### config.mk
export PLATFORM = sky130hd
export DESIGN_NAME = rsi_reset_state_initializer
export DESIGN_NICKNAME = d
export VERILOG_FILES = /design/src/hdl/rsi_pkg.sv /design/src/hdl/rsi_reset_state_initializer.sv
export VERILOG_INCLUDE_DIRS = /design/src /design/src/hdl
export SDC_FILE = /design/constraint.sdc
export NUM_CORES = 1
export LEC_CHECK = 0
export ABC_AREA = 1
export BUFFER_PORTS_ARGS = -buffer_cell sky130_fd_sc_hd__buf_4
export CORE_AREA = 10 10 167 169
export DETAILED_ROUTE_END_ITERATION = 8
export DIE_AREA = 0 0 177 179
export GPL_TIMING_DRIVEN = 0
export SLEW_MARGIN = 15
export SYNTH_ARGS = -nofsm -noshare
export SYNTH_HDL_FRONTEND = slang
export SYNTH_SLANG_ARGS = --single-unit
### constraint.sdc
create_clock -name pclk -period 2.2 [get_ports pclk]
set_input_delay 0.22 -clock pclk [delete_from_list [all_inputs] [get_ports pclk]]
set_output_delay 0.22 -clock pclk [all_outputs]
set_load 0.005 [all_outputs]
### src/hdl/rsi_regs.svh
`ifndef RSI_REGS_SVH
`define RSI_REGS_SVH
// apb byte offsets
`define RSI_OFF_CAUSE    12'h000
`define RSI_OFF_LVCTRL   12'h004
`define RSI_OFF_LVLEVEL  12'h008
`define RSI_OFF_IRQSTAT  12'h00C
`define RSI_OFF_IRQMASK  12'h010
`define RSI_OFF_STATUS   12'h014
// reset-cause flag positions
`define RSI_BIT_WDT_FLAG 4
`define RSI_BIT_LV_FLAG  0
// interrupt status positions
`define RSI_IRQ_DONE     0
`define RSI_IRQ_WDT      1
`define RSI_IRQ_LVD      2
`define RSI_IRQ_W        3
// reset values
`define RSI_WATCHDOG_ENABLE_REG_OPT0    8'h1A
`define RSI_WATCHDOG_ENABLE_REG_OPT1    8'h9A
`define RSI_V00          8'h00
`define RSI_VFF          8'hFF
`define RSI_V01          8'h01
`define RSI_V1F          8'h1F
`define RSI_V16          8'h16
`define RSI_W0000        16'h0000
// oscillation stabilisation wait, in pclk cycles
`define RSI_STAB_CYCLES  16
`endif

### src/hdl/rsi_pkg.sv
package rsi_pkg;
   typedef enum logic [2:0] {
      RSI_ST_RUN  = 3'b001,
      RSI_ST_HOLD = 3'b010,
      RSI_ST_WAIT = 3'b100
   } rsi_state_e;

   typedef enum logic [1:0] {
      RSI_SRC_EXT = 2'b00,
      RSI_SRC_POC = 2'b01,
      RSI_SRC_WDT = 2'b10,
      RSI_SRC_LVD = 2'b11
   } rsi_src_e;

   typedef struct packed {
      logic [7:0]  watchdog_enable_reg;
      logic [7:0]  irq_request_flags;
      logic [7:0]  irq_mask_flags;
      logic [7:0]  irq_priority_flags;
      logic [7:0]  ext_rise_edge_enable;
      logic [7:0]  ext_fall_edge_enable;
      logic [7:0]  uart_a_rx_buf;
      logic [7:0]  uart_a_tx_shift;
      logic [7:0]  uart_a_mode;
      logic [7:0]  uart_a_err;
      logic [7:0]  uart_a_baud_ctrl;
      logic [7:0]  uart_b_rx_buf;
      logic [7:0]  uart_b_tx_buf;
      logic [7:0]  uart_b_mode;
      logic [7:0]  uart_b_err;
      logic [7:0]  uart_b_tx_stat;
      logic [7:0]  uart_b_clk_sel;
      logic [7:0]  uart_b_baud_ctrl;
      logic [7:0]  uart_b_control;
      logic [7:0]  uart_b_in_switch;
      logic [15:0] conv_result_wide;
      logic [7:0]  conv_result_narrow;
      logic [7:0]  conv_mode;
      logic [7:0]  conv_channel;
      logic [7:0]  conv_port_cfg;
      logic [15:0] muldiv_remainder;
      logic [15:0] muldiv_data_a;
      logic [15:0] muldiv_data_b;
      logic [7:0]  muldiv_control;
      logic [7:0]  evt_counter;
      logic [7:0]  evt_compare;
      logic [7:0]  evt_clk_sel;
      logic [7:0]  evt_mode;
      logic [7:0]  itv_compare;
      logic [7:0]  itv_mode;
      logic [7:0]  carrier_control;
      logic [7:0]  sync_serial_regs;
      logic [7:0]  i2c_regs;
      logic [7:0]  watch_mode;
      logic [7:0]  clkout_select;
      logic [7:0]  key_return_mode;
   } rsi_init_s;
endpackage

### src/hdl/rsi_reset_state_initializer.sv
// Functional notes
// - during reset or the stabilisation wait every state except the program counter holds its reset value, but presetn low forces watchdog enable to 1AH.
// - the watchdog enable value is 1AH or 9AH, chosen by the option byte bit.
// - watchdog flag cleared by pin or power-on reset, set by watchdog reset, held by low-voltage reset; low-voltage flag held by watchdog reset, set by low-voltage reset.
// - low-voltage control and level registers clear to 00H except on a low-voltage reset, which keeps them.
// - interrupt request and edge enables clear to 00H, mask and priority flags set to FFH.
// - first uart buffers FFH, mode 01H, error 00H, baud 1FH.
// - second uart buffers and baud FFH, mode 01H, control 16H, other registers 00H.
// - converter results, mode, channel and port configuration clear to zero.
// - multiplier/divider remainder and data clear to 0000H, control to 00H.
// - event counter and interval timer registers and the carrier control clear to 00H.
// - clocked serial, i2c, watch mode, clock output select and key return mode clear to 00H.
// - reading the reset-cause register clears it, as do pin and power-on resets.
`timescale 1ns/100ps
`include "rsi_regs.svh"
module rsi_reset_state_initializer #(
   parameter int STAB_CYCLES = `RSI_STAB_CYCLES
) (
   // apb
   input  wire logic              pclk,
   input  wire logic              presetn,
   input  wire logic              psel,
   input  wire logic              penable,
   input  wire logic              pwrite,
   input  wire logic [11:0]       paddr,
   input  wire logic [31:0]       pwdata,
   output logic      [31:0]       prdata,
   output logic                   pready,
   output logic                   pslverr,
   // reset requests and option byte
   input  wire logic              req_ext,
   input  wire logic              req_poc,
   input  wire logic              req_wdt,
   input  wire logic              req_lvd,
   input  wire logic              wdt_opt,
   // peripheral side
   output rsi_pkg::rsi_init_s     init_vals,
   output logic                   periph_rst_n,
   output logic                   cpu_run,
   output logic                   irq
);
   import rsi_pkg::*;

   localparam int CW = 16;

   rsi_state_e      state;
   rsi_state_e      next_state;
   rsi_src_e        src;
   rsi_src_e        next_src;
   rsi_src_e        enc_src;
   logic [CW-1:0]   cnt;
   logic [CW-1:0]   next_cnt;
   logic            any_req;
   logic            wait_done;
   rsi_init_s       next_init;
   logic            wdt_flag;
   logic            next_wdt_flag;
   logic            lv_flag;
   logic            next_lv_flag;
   logic [7:0]      lv_ctrl;
   logic [7:0]      next_lv_ctrl;
   logic [7:0]      lv_level;
   logic [7:0]      next_lv_level;
   logic [`RSI_IRQ_W-1:0] irq_stat;
   logic [`RSI_IRQ_W-1:0] next_irq_stat;
   logic [`RSI_IRQ_W-1:0] irq_mask;
   logic [`RSI_IRQ_W-1:0] next_irq_mask;
   logic [`RSI_IRQ_W-1:0] irq_ev;
   logic            next_irq;
   logic [31:0]     next_prdata;
   logic            next_pready;
   logic            next_pslverr;
   logic            setup;
   logic            wr_done;
   logic            rd_done;
   logic            mapped;
   logic [31:0]     rd_mux;

   function automatic rsi_init_s reset_image(input logic opt);
      rsi_init_s v;
      v = '0;
      v.watchdog_enable_reg  = opt ? `RSI_WATCHDOG_ENABLE_REG_OPT1 : `RSI_WATCHDOG_ENABLE_REG_OPT0;
      v.irq_request_flags    = `RSI_V00;
      v.irq_mask_flags       = `RSI_VFF;
      v.irq_priority_flags   = `RSI_VFF;
      v.ext_rise_edge_enable = `RSI_V00;
      v.ext_fall_edge_enable = `RSI_V00;
      v.uart_a_rx_buf        = `RSI_VFF;
      v.uart_a_tx_shift      = `RSI_VFF;
      v.uart_a_mode          = `RSI_V01;
      v.uart_a_err           = `RSI_V00;
      v.uart_a_baud_ctrl     = `RSI_V1F;
      v.uart_b_rx_buf        = `RSI_VFF;
      v.uart_b_tx_buf        = `RSI_VFF;
      v.uart_b_mode          = `RSI_V01;
      v.uart_b_err           = `RSI_V00;
      v.uart_b_tx_stat       = `RSI_V00;
      v.uart_b_clk_sel       = `RSI_V00;
      v.uart_b_baud_ctrl     = `RSI_VFF;
      v.uart_b_control       = `RSI_V16;
      v.uart_b_in_switch     = `RSI_V00;
      v.conv_result_wide     = `RSI_W0000;
      v.conv_result_narrow   = `RSI_V00;
      v.conv_mode            = `RSI_V00;
      v.conv_channel         = `RSI_V00;
      v.conv_port_cfg        = `RSI_V00;
      v.muldiv_remainder     = `RSI_W0000;
      v.muldiv_data_a        = `RSI_W0000;
      v.muldiv_data_b        = `RSI_W0000;
      v.muldiv_control       = `RSI_V00;
      v.evt_counter          = `RSI_V00;
      v.evt_compare          = `RSI_V00;
      v.evt_clk_sel          = `RSI_V00;
      v.evt_mode             = `RSI_V00;
      v.itv_compare          = `RSI_V00;
      v.itv_mode             = `RSI_V00;
      v.carrier_control      = `RSI_V00;
      v.sync_serial_regs     = `RSI_V00;
      v.i2c_regs             = `RSI_V00;
      v.watch_mode           = `RSI_V00;
      v.clkout_select        = `RSI_V00;
      v.key_return_mode      = `RSI_V00;
      return v;
   endfunction

   // reset sequencing
   always_comb begin
      any_req = req_ext | req_poc | req_wdt | req_lvd;
      if (req_poc) begin
         enc_src = RSI_SRC_POC;
      end else if (req_ext) begin
         enc_src = RSI_SRC_EXT;
      end else if (req_wdt) begin
         enc_src = RSI_SRC_WDT;
      end else begin
         enc_src = RSI_SRC_LVD;
      end
      wait_done  = (state == RSI_ST_WAIT) && !any_req && (cnt == CW'(STAB_CYCLES - 1));
      next_state = state;
      next_src   = src;
      next_cnt   = cnt;
      case (state)
         RSI_ST_RUN: begin
            if (any_req) begin
               next_state = RSI_ST_HOLD;
               next_src   = enc_src;
            end
         end
         RSI_ST_HOLD: begin
            next_cnt = '0;
            if (any_req) begin
               next_src = enc_src;
            end else begin
               next_state = RSI_ST_WAIT;
            end
         end
         RSI_ST_WAIT: begin
            if (any_req) begin
               next_state = RSI_ST_HOLD;
               next_src   = enc_src;
            end else if (wait_done) begin
               next_state = RSI_ST_RUN;
            end else begin
               next_cnt = cnt + CW'(1);
            end
         end
         default: begin
            next_state = RSI_ST_HOLD;
            next_src   = RSI_SRC_POC;
         end
      endcase
      // values are forced for the whole reset period, not only at its end
      next_init = (next_state != RSI_ST_RUN) ? reset_image(wdt_opt) : init_vals;
   end

   always_ff @(posedge pclk or negedge presetn) begin
      if (!presetn) begin
         state        <= RSI_ST_HOLD;
         src          <= RSI_SRC_POC;
         cnt          <= '0;
         init_vals    <= reset_image(1'b0);
         periph_rst_n <= 1'b0;
         cpu_run      <= 1'b0;
      end else begin
         state        <= next_state;
         src          <= next_src;
         cnt          <= next_cnt;
         init_vals    <= next_init;
         periph_rst_n <= (next_state == RSI_ST_RUN);
         cpu_run      <= (next_state == RSI_ST_RUN);
      end
   end

   // apb and software-visible state
   always_comb begin
      setup   = psel & ~penable;
      wr_done = psel & penable & pready & pwrite;
      rd_done = psel & penable & pready & ~pwrite;
      mapped  = 1'b1;
      rd_mux  = '0;
      case (paddr)
         `RSI_OFF_CAUSE: begin
            rd_mux[`RSI_BIT_WDT_FLAG] = wdt_flag;
            rd_mux[`RSI_BIT_LV_FLAG]  = lv_flag;
         end
         `RSI_OFF_LVCTRL:  rd_mux[7:0] = lv_ctrl;
         `RSI_OFF_LVLEVEL: rd_mux[7:0] = lv_level;
         `RSI_OFF_IRQSTAT: rd_mux[`RSI_IRQ_W-1:0] = irq_stat;
         `RSI_OFF_IRQMASK: rd_mux[`RSI_IRQ_W-1:0] = irq_mask;
         `RSI_OFF_STATUS:  rd_mux[4:0] = {state, src};
         default:          mapped = 1'b0;
      endcase
      next_pready  = setup;
      next_pslverr = setup & ~mapped;
      next_prdata  = (setup & ~pwrite) ? rd_mux : prdata;

      next_wdt_flag = wdt_flag;
      next_lv_flag  = lv_flag;
      if (rd_done && paddr == `RSI_OFF_CAUSE) begin
         next_wdt_flag = 1'b0;
         next_lv_flag  = 1'b0;
      end
      // a reset event wins over a read clear in the same cycle
      if (state == RSI_ST_HOLD) begin
         case (src)
            RSI_SRC_EXT, RSI_SRC_POC: begin
               next_wdt_flag = 1'b0;
               next_lv_flag  = 1'b0;
            end
            RSI_SRC_WDT: next_wdt_flag = 1'b1;
            RSI_SRC_LVD: next_lv_flag  = 1'b1;
            default: next_lv_flag = lv_flag;
         endcase
      end

      next_lv_ctrl  = lv_ctrl;
      next_lv_level = lv_level;
      if (state == RSI_ST_HOLD && src != RSI_SRC_LVD) begin
         next_lv_ctrl  = `RSI_V00;
         next_lv_level = `RSI_V00;
      end else if (wr_done && paddr == `RSI_OFF_LVCTRL) begin
         next_lv_ctrl = pwdata[7:0];
      end else if (wr_done && paddr == `RSI_OFF_LVLEVEL) begin
         next_lv_level = pwdata[7:0];
      end

      irq_ev = '0;
      irq_ev[`RSI_IRQ_DONE] = wait_done;
      irq_ev[`RSI_IRQ_WDT]  = wait_done && src == RSI_SRC_WDT;
      irq_ev[`RSI_IRQ_LVD]  = wait_done && src == RSI_SRC_LVD;
      next_irq_stat = irq_stat;
      if (wr_done && paddr == `RSI_OFF_IRQSTAT) begin
         next_irq_stat = irq_stat & ~pwdata[`RSI_IRQ_W-1:0];
      end
      next_irq_stat = next_irq_stat | irq_ev;
      next_irq_mask = irq_mask;
      if (wr_done && paddr == `RSI_OFF_IRQMASK) begin
         next_irq_mask = pwdata[`RSI_IRQ_W-1:0];
      end
      next_irq = |(next_irq_stat & next_irq_mask);
   end

   always_ff @(posedge pclk or negedge presetn) begin
      if (!presetn) begin
         prdata   <= '0;
         pready   <= 1'b0;
         pslverr  <= 1'b0;
         wdt_flag <= 1'b0;
         lv_flag  <= 1'b0;
         lv_ctrl  <= `RSI_V00;
         lv_level <= `RSI_V00;
         irq_stat <= '0;
         irq_mask <= '0;
         irq      <= 1'b0;
      end else begin
         prdata   <= next_prdata;
         pready   <= next_pready;
         pslverr  <= next_pslverr;
         wdt_flag <= next_wdt_flag;
         lv_flag  <= next_lv_flag;
         lv_ctrl  <= next_lv_ctrl;
         lv_level <= next_lv_level;
         irq_stat <= next_irq_stat;
         irq_mask <= next_irq_mask;
         irq      <= next_irq;
      end
   end
endmodule // rsi_reset_state_initializer

==> metrics.txt, run 1 <==
Syn Std Cell Area=0.006307 mm²; Worst-Margin Slew=0.7600 ns; WP data required=2.46 ns; yosys warns=0; critical path class=flip-flop to flip-flop; number of synthesized flops with an enable pin=0; Worst Path Max Fanout=10; vias in the first global route=4604; synth unique cells=38; H-tree depth=3; root buf cell=clkbuf_16; dpl hpwl=15.61 mm; run status=finished clean; leakage power=5.184 nW; Hold Path Class=primary input to flip-flop; setup TNS=0 ns; Top-Level Pins=451; share of layout cells above drive strength 1=40.41%; Die Area=0.03168 mm²; wire per inst=11.12 µm; main combinational cell family by area after synthesis=buffers and inverters; CTS Sinks=58; min Tclk post-route=1.795 ns; Num CTS Buffers=9; WL final=17.71 mm; Crit. End Element=flip-flop; Synth Area in Compound Gates=4.543%; total of max-cap violations=0; top_reg_cell synth=dfrtp_1; Gates resized, CTS repair=0; Max Fclk=0.5571 GHz; register area share after synthesis=23.05%; # DRC=0; first-pass GRT wire length=25.21 mm; Area Overhead vs Synth=39.91%; Setup Viol. Count Final=0; Final ANT Viol Nets=0; VDD IR max=0.3015 mV; Initial Util=25.49%; Die Span Y=179 µm; Ant. Diodes=0; Async SR Flop Fraction=100.0%; Power Dens Cells=416.6 mW/mm²; largest net degree at the start of global routing=59; DRT Pass-1 Iters=5; FF+latch count, synth=58; fraction of synthesized area in multiplexers=0%; final hold vios=0; simple logic cell fraction of the synthesized area=22.02%; row count=58; Rel. slew slack=49.34%; period utilization=81.59%; die width=177 µm; core area=0.02475 mm²; clock slew at reported path FFs=0.05 ns; TritonCTS clock tree=done; unrepaired setup endpoints after global routing=no; post-placement cell count=1575; critical path arrival=2.05 ns; final cell count without fillers=1592; GRT overflow=0; Pwr Total=0.003677 W; Placer Congestion=0.8395; Syn Area/Cell=7.682 µm²; Iter 0 DRT Violations=201; Port Buf Inserts=43; max-slew violation count=0; Nets=1312; initial antenna violation count=0; fin util=35.66%; detailed-route via count=5065; Total GRT Usage=9.917%; worst hold slack=0.09196 ns; Cells after Synth=821; routed vias/inst=3.182; Skew-Pair Late Insertion Delay=0.33 ns; Clock Tree Buf Depth=2; Post-Synth Adder-Cell Area=0.1984%; critical path launch point type=flip-flop; clock skew=0.007445 ns; xor/xnor share of the synthesized area=0.2777%
## critical path, cell delays in order (launching register included)
cell and delay [ns]:
dfrtp_1 0.45, ha_1 0.28, nand2_2 0.10, nor2_4 0.18, inv_4 0.09, nor2_8 0.11
nand3_4 0.13, nand2_8 0.12, buf_12 0.15, nand2_2 0.06, o21ai_2 0.06
## sequential cells by signal, summed over array words and instances (netlist names)
register   flops
lv_level       8
cpu_run        1
src            2
pready         1
wdt_flag       1
lv_ctrl        8
pslverr        1
irq_stat       3
prdata         8
cnt           16
irq_mask       3
irq            1
lv_flag        1
init_vals      1
state          3
## through the flow
step                      setup slack, ns  area (µm²)
after global placement             0.4266        8473
after detailed placement           0.4133        8473
after global routing               0.2732        8825
after floorplan                    0.6370        7737
final                              0.4050        8825
after CTS                          0.4034        8825
## where the power goes
part	internal (W)	leakage [nW]	switching, W
registers	0.00109	0.787	0.0000176
logic	0.000528	4.23	0.000414
clock network	0.00110	0.166	0.000520
total	0.00273	5.18	0.000951
## cell type report
| type | count | area [µm²] |
|---|---|---|
| timing repair buffer | 44 | 332.8 |
| buffer | 394 | 2977 |
| tap | 330 | 412.9 |
| multi-input combinational | 707 | 3143 |
| fill | 2589 | 15920 |
| clock buffer | 9 | 225.2 |
| sequential | 58 | 1454 |
| inverter | 43 | 163.9 |
| clock inverter | 7 | 116.4 |
## cells in the final DEF, fill, tap and decap left out, types with 2 or more instances in the layout
cell	instances
a21boi_1	2
buf_12	2
buf_2	4
buf_4	428
buf_6	2
bufinv_16	3
clkbuf_16	9
clkinv_2	2
conb_1	383
dfrtp_1	56
dfstp_2	2
inv_1	36
inv_2	5
nand2_1	91
nand2_2	13
nand3_1	77
nand3_2	6
nand4_1	19
nor2_1	38
nor2_2	5
nor2_4	5
nor3_1	10
nor3b_1	2
o21a_1	3
o21ai_0	11
o21ai_1	14
o21ai_2	12
or2_2	5
xor2_1	2
## kinds of logic after synthesis
kind of cell / after synthesis
AO/OA/AOI/OAI: 45
flip-flops: 58
adder cells (fa/ha/maj): 1
XOR/XNOR: 2
buffers and inverters: 437
AND/OR/NAND/NOR: 276
other: 2
## per-layer routing
layer | vias up | part of all wire (%) | global-route usage, %
met5 | - | 0 | 0
met4 | 0 | 0.46 | 1.471
met3 | 9 | 12 | 4.423
met2 | 243 | 53 | 18.56
met1 | 2095 | 35 | 10.10
li1 | 2718 | - | -
## cells in the mapped netlist (6+ instances only)
library cell | n | area, µm²
nand3_2 | 6 | 60.06
o21ai_2 | 12 | 105.1
dfrtp_1 | 56 | 1401
inv_1 | 36 | 135.1
nand4_1 | 19 | 118.9
nand2_2 | 13 | 81.33
o21ai_1 | 14 | 70.07
nand3_1 | 77 | 385.4
buf_4 | 385 | 2890
o21ai_0 | 11 | 55.05
nor3_1 | 10 | 50.05
nor2_1 | 38 | 142.6
nand2_1 | 91 | 341.6
## final timing paths
path	start	end	slack, ns	cells after the start
max in group asynchronous	presetn	prdata[2]	1.17	2
worst max register to register	cnt[0]	cnt[9]	0.41	10
worst min register to register	prdata[1]	prdata[1]	0.48	2
worst min-delay path	req_poc	src[0]	0.09	2
worst max-delay path	cnt[0]	cnt[9]	0.41	10
min in group asynchronous	presetn	init_vals[359]	0.52	2
## timing repair
item | CTS | global route
hold endpoints to repair | 4 | 0
hold buffers | 1 | 0
buffers inserted | 0 | 0
Note: power is estimated with default switching activity, not from simulation.
==> run 2: changes to the inputs <==
--- a/config.mk
+++ b/config.mk
@@ -8,9 +8,9 @@
 export LEC_CHECK = 0
 export ABC_AREA = 1
 export BUFFER_PORTS_ARGS = -buffer_cell sky130_fd_sc_hd__buf_4
-export CORE_AREA = 10 10 167 169
+export CORE_AREA = 10 10 165 167
 export DETAILED_ROUTE_END_ITERATION = 8
-export DIE_AREA = 0 0 177 179
+export DIE_AREA = 0 0 175 177
 export GPL_TIMING_DRIVEN = 0
 export SLEW_MARGIN = 15
 export SYNTH_ARGS = -nofsm -noshare
==> constraint.sdc (replaced) <==
create_clock -name pclk -period 1.55 [get_ports pclk]
set_input_delay 0.155 -clock pclk [delete_from_list [all_inputs] [get_ports pclk]]
set_output_delay 0.155 -clock pclk [all_outputs]
set_load 0.005 [all_outputs]
==> run 2 against run 1 <==
Compared with the run above:
- worst setup slack got worse by 0.41 ns
- largest power group unchanged
- fmax is 15% higher
- the flow now finishes with violations (negative setup slack)
- final cell count rose by 1.1%
- critical endpoint is now cnt[10]
- clock-buffer cell count is 3 higher
==> metrics.txt, run 2 (same netlist as run 1, synthesis figures left out) <==
max FFs per register=16; Port Buf Inserts=43; wire per inst=11.53 µm; Max Fclk=0.6416 GHz; leakage power=5.433 nW; Num CTS Buffers=9; Final ANT Viol Nets=0; Initial Util=26.32%; CP Capture Point=cnt[10]; detailed-route via count=5221; critical path arrival=1.82 ns; Area Overhead vs Synth=44.83%; largest net degree at the start of global routing=59; CTS Sinks=58; Die Span Y=177 µm; min Tclk post-route=1.559 ns; DRT Pass-1 Iters=5; core area=0.02396 mm²; failing checks=negative setup slack; fin util=38.12%; Worst-Margin Slew=0.7769 ns; dpl ws=-0.2183 ns; clock slew at reported path FFs=0.05 ns; VDD IR max=0.3523 mV; die width=175 µm; R2R cell count=10; root buf cell=clkbuf_16; Biggest register=cnt; dpl hpwl=15.95 mm; first-pass GRT wire length=27.46 mm; Worst Path Max Fanout=8; setup TNS=-0.02485 ns; multi-input logic area=0.003251 mm²; initial antenna violation count=0; WP data required=1.81 ns; Rel. slew slack=48.21%; routed vias/inst=3.245; most frequent cells in the layout=buf_4 (448), conb_1 (383), nand2_1 (90), nand3_1 (75), dfrtp_1 (52); Iter 0 DRT Violations=176; final worst setup slack=-0.008613 ns; # DRC=0; GRT overflow=0; critical path class=flip-flop to flip-flop; TritonCTS clock tree=done; vias in the first global route=4923; worst hold slack=0.01740 ns; share of layout cells above drive strength 1=42.49%; r2r setup slk=-0.009 ns; Crit. End Element=flip-flop; Top-Level Pins=451; H-tree depth=3; Hold Path Class=primary input to flip-flop; Nets=1335; CP startpoint=cnt[8]; Skew-Pair Late Insertion Delay=0.33 ns; FF-to-FF Start=cnt[8]; unrepaired setup endpoints after global routing=yes; WL final=18.56 mm; final hold vios=0; period utilization=100.6%; Placer Congestion=0.8558; run status=finished with violations; Total GRT Usage=11.04%; Power Dens Cells=552.7 mW/mm²; critical path launch point type=flip-flop; register area=0.001459 mm²; Reg2Reg Capture Point=cnt[10]; max-slew violation count=0; # fillers=2495; total of max-cap violations=0; Ant. Diodes=0; row count=57; commonest non-fill, non-tap cell in the layout=buf_4; clock skew=0.006887 ns; Die Area=0.03098 mm²; Setup Viol. Count Final=5; Clock Tree Buf Depth=2
-- run 2: changes by cell type in the layout (fill, tap and decap cells not counted), moves of 3 or more --
cell,previous run,this run
clkbuf_8,0,3
nand2_2,13,6
dfrtp_2,0,4
nand2_4,0,8
dfrtp_1,56,52
buf_4,428,448
-- run 2: area by class of cell --
| cell class | count | share of cell area [%] |
|---|---|---|
| inverters | 43 | 1.822 |
| well taps | 324 | 4.438 |
| plain buffers | 394 | 32.69 |
| clock inverters | 4 | 0.5342 |
| clock buffers | 12 | 2.917 |
| multi-input cells | 707 | 35.58 |
| flip-flops and latches | 58 | 15.97 |
| repair buffers | 67 | 6.040 |
-- run 2: metal layers --
metal	wire, µm	part of all wire, %	global-route usage [%]	up-vias
met5	0	0	0	-
li1	-	-	-	2765
met3	1722	9.3	4.288	15
met4	172	0.93	2.261	0
met2	9876	53	20.36	243
met1	6786	37	11.68	2198
-- run 2: report_power, final --
part	leakage, nW	switching (W)	internal, W	total [W]
clock	0.159	0.000719	0.00137	0.00209
combinational	4.49	0.000602	0.000782	0.00138
sequential	0.780	0.0000237	0.00155	0.00158
total	5.43	0.00134	0.00370	0.00505
-- run 2: worst min path at each step --
stage | startpoint | end | slack, ns | cells past startpoint
final | penable | pready | 0.02 | 2
after floorplan | presetn | cnt[0] | -0.14 | 0
after detailed placement | presetn | init_vals[359] | 0.29 | 1
after CTS | penable | pready | 0.01 | 2
after global routing | req_poc | src[0] | 0.03 | 2
after global placement | presetn | cnt[15] | 0.28 | 1
-- run 2: repair_timing --
item | CTS | global route
cloned | 1 | 1
hold buffers | 1 | 0
buffers inserted | 13 | 9
resized for setup | 11 | 21
pin swaps | 4 | 7
endpoints found under the hold margin | 56 | 0
setup endpoints to repair | 30 | 35
-- run 2: per-stage QoR --
step / power [W] / std cells / area (µm²)
floorplan: 0.002643 / 1202 / 7740
global placement: 0.002830 / 1569 / 8468
detailed placement: 0.002834 / 1569 / 8468
CTS: 0.004967 / 1600 / 8989
global route: 0.005311 / 1609 / 9135
finish: 0.005049 / 1609 / 9135
-- run 2: critical path: stages, from the launching register on --
cell,delay [ns]
dfrtp_1,0.37
buf_6,0.14
nor2_1,0.14
nand3_2,0.12
nor2_4,0.15
nand3_4,0.12
nand2_8,0.09
buf_12,0.12
clkbuf_16,0.15
nand2_2,0.05
o21ai_2,0.05
==> run 3: changes to the inputs <==
--- a/config.mk
+++ b/config.mk
@@ -8,9 +8,9 @@
 export LEC_CHECK = 0
 export ABC_AREA = 1
 export BUFFER_PORTS_ARGS = -buffer_cell sky130_fd_sc_hd__buf_4
-export CORE_AREA = 10 10 165 167
+export CORE_AREA = 10 10 169 171
 export DETAILED_ROUTE_END_ITERATION = 8
-export DIE_AREA = 0 0 175 177
+export DIE_AREA = 0 0 179 181
 export GPL_TIMING_DRIVEN = 0
 export SLEW_MARGIN = 15
 export SYNTH_ARGS = -nofsm -noshare
==> constraint.sdc (replaced) <==
create_clock -name pclk -period 1.9 [get_ports pclk]
set_input_delay 0.095 -clock pclk [delete_from_list [all_inputs] [get_ports pclk]]
set_output_delay 0.095 -clock pclk [all_outputs]
set_load 0.005 [all_outputs]
==> run 3 against run 2 <==
Compared with the run above:
- the flow now finishes without violations
- non-clock buffer count down 21
- worst setup slack improved by 0.18 ns
- largest power group unchanged
- global-route usage decreased by 0.64 points
- power fell by 17%
- die area is 4.6% higher
- via count shrank 1.4%
- fmax down 9.9%
- register-to-register slack better by 0.18 ns
- clock-buffer cell count is 2 lower
==> metrics.txt, run 3 (same netlist as run 1, synthesis figures left out) <==
hold path depth=3; final hold vios=0; detailed-route via count=5149; commonest non-fill, non-tap cell in the layout=buf_4; period utilization=91.02%; Clock Tree Buf Depth=2; Slowest cell on crit path=dfrtp_2; Skew-Pair Late Insertion Delay=0.33 ns; Worst-Margin Slew=0.7763 ns; initial antenna violation count=2; r2r setup slk=0.17 ns; Port Buf Inserts=43; max incr delay on CP=0.42 ns; Hold Path Class=primary input to flip-flop; Die Span Y=181 µm; die width=179 µm; vias in the first global route=4659; final cell count without fillers=1595; WP data required=2.12 ns; Rel. slew slack=48.25%; clock slew at reported path FFs=0.06 ns; Crit. End Element=flip-flop; wire per inst=11.50 µm; run status=finished clean; Biggest register=cnt; metal2 WL=9.748 mm; Iter 0 DRT Violations=235; R2R cell count=9; # DRC=0; post-placement cell count=1575; critical path class=flip-flop to flip-flop; Power Dens Cells=472.1 mW/mm²; clock skew=0.008703 ns; Num CTS Buffers=9; Final ANT Viol Nets=0; WL final=18.34 mm; fin util=35.30%; CTS Sinks=58; leakage power=5.177 nW; Worst Path Max Fanout=10; Initial Util=25.19%; routed vias/inst=3.228; max FFs per register=16; Total GRT Usage=10.40%; total of max-cap violations=0; met3 wire len=2.614 mm; Die Area=0.03240 mm²; met1 wire length=5.812 mm; critical path arrival=1.95 ns; Placer Congestion=0.8482; H-tree depth=3; Max Fclk=0.5783 GHz; Top-Level Pins=451; Setup Viol. Count Final=0; cell breakdown of the critical path=ha_2 -> nand2_2 -> nor2_4 -> inv_4 -> nor2_8 -> nand3_4 -> nand2_8 -> buf_12 -> o21ai_2; GRT overflow=0; first-pass GRT wire length=26.72 mm; Area Overhead vs Synth=40.11%; max-slew violation count=0; row count=58; largest net degree at the start of global routing=59; TritonCTS clock tree=done; critical path launch point type=flip-flop; unrepaired setup endpoints after global routing=no; Nets=1314; setup TNS=0 ns; DRT Pass-1 Iters=4; root buf cell=clkbuf_16; most frequent cells in the layout=buf_4 (428), conb_1 (383), nand2_1 (91), nand3_1 (77), dfrtp_1 (55); core area=0.02504 mm²; dpl hpwl=16.12 mm; share of layout cells above drive strength 1=40.51%; Highest Signal Layer=met5; min Tclk post-route=1.729 ns; VDD IR max=0.3678 mV
-- run 3: timing repair --
item,CTS,global route
setup buffers,0,0
gates resized for setup,0,2
hold endpoints to repair,58,0
hold buffers,3,0
endpoints found under the setup margin,0,16
-- run 3: critical path, delay by kind of cell, from the launching register on --
kind            cells  cell delay (ns)
flops               1             0.42
compound gates      1             0.06
simple gates        5             0.65
buf+inv             2             0.24
fa+ha+maj           1             0.24
-- run 3: final cells by class --
cell class / instances / area (µm²)
inverter: 43 / 163.9
sequential: 58 / 1455
clock buffer: 10 / 239.0
timing repair buffer: 46 / 352.8
antenna: 1 / 2.502
clock inverter: 6 / 88.84
multi-input combinational: 707 / 3146
buffer: 394 / 2977
fill: 2657 / 16200
tap: 330 / 412.9
-- run 3: routing by layer --
layer	vias up	global-route usage (%)
met5	-	0
met4	2	2.183
met3	16	4.921
met2	252	19.69
met1	2148	9.830
li1	2731	-
-- run 3: path summary, 6_finish.rpt --
path                                   to      startpoint
max                                cnt[8]          cnt[0]
min                        init_vals[359]         wdt_opt
max reg2reg                        cnt[8]          cnt[0]
min reg2reg                init_vals[359]  init_vals[359]
max in group asynchronous          cnt[0]         presetn
min in group asynchronous  init_vals[359]         presetn
-- run 3: per-stage QoR --
step / power (W) / hold WS (ns) / setup slack [ns] / instance area (µm²)
5_1_grt: 0.004411 / 0.01328 / 0.06023 / 8835
4_1_cts: 0.004120 / 0.0009389 / 0.07546 / 8831
3_3_place_gp: 0.002304 / 0.2075 / 0.1145 / 8473
2_1_floorplan: 0.002156 / -0.2006 / 0.3370 / 7737
6_report: 0.004172 / 0.005520 / 0.1707 / 8837
3_5_place_dp: 0.002307 / 0.2218 / 0.1118 / 8473
-- run 3: power by group --
part	switching (W)	leakage [nW]	total (W)	internal [W]
clock network	0.000609	0.155	0.00179	0.00119
registers	0.0000174	0.785	0.00128	0.00127
logic	0.000481	4.24	0.00110	0.000614
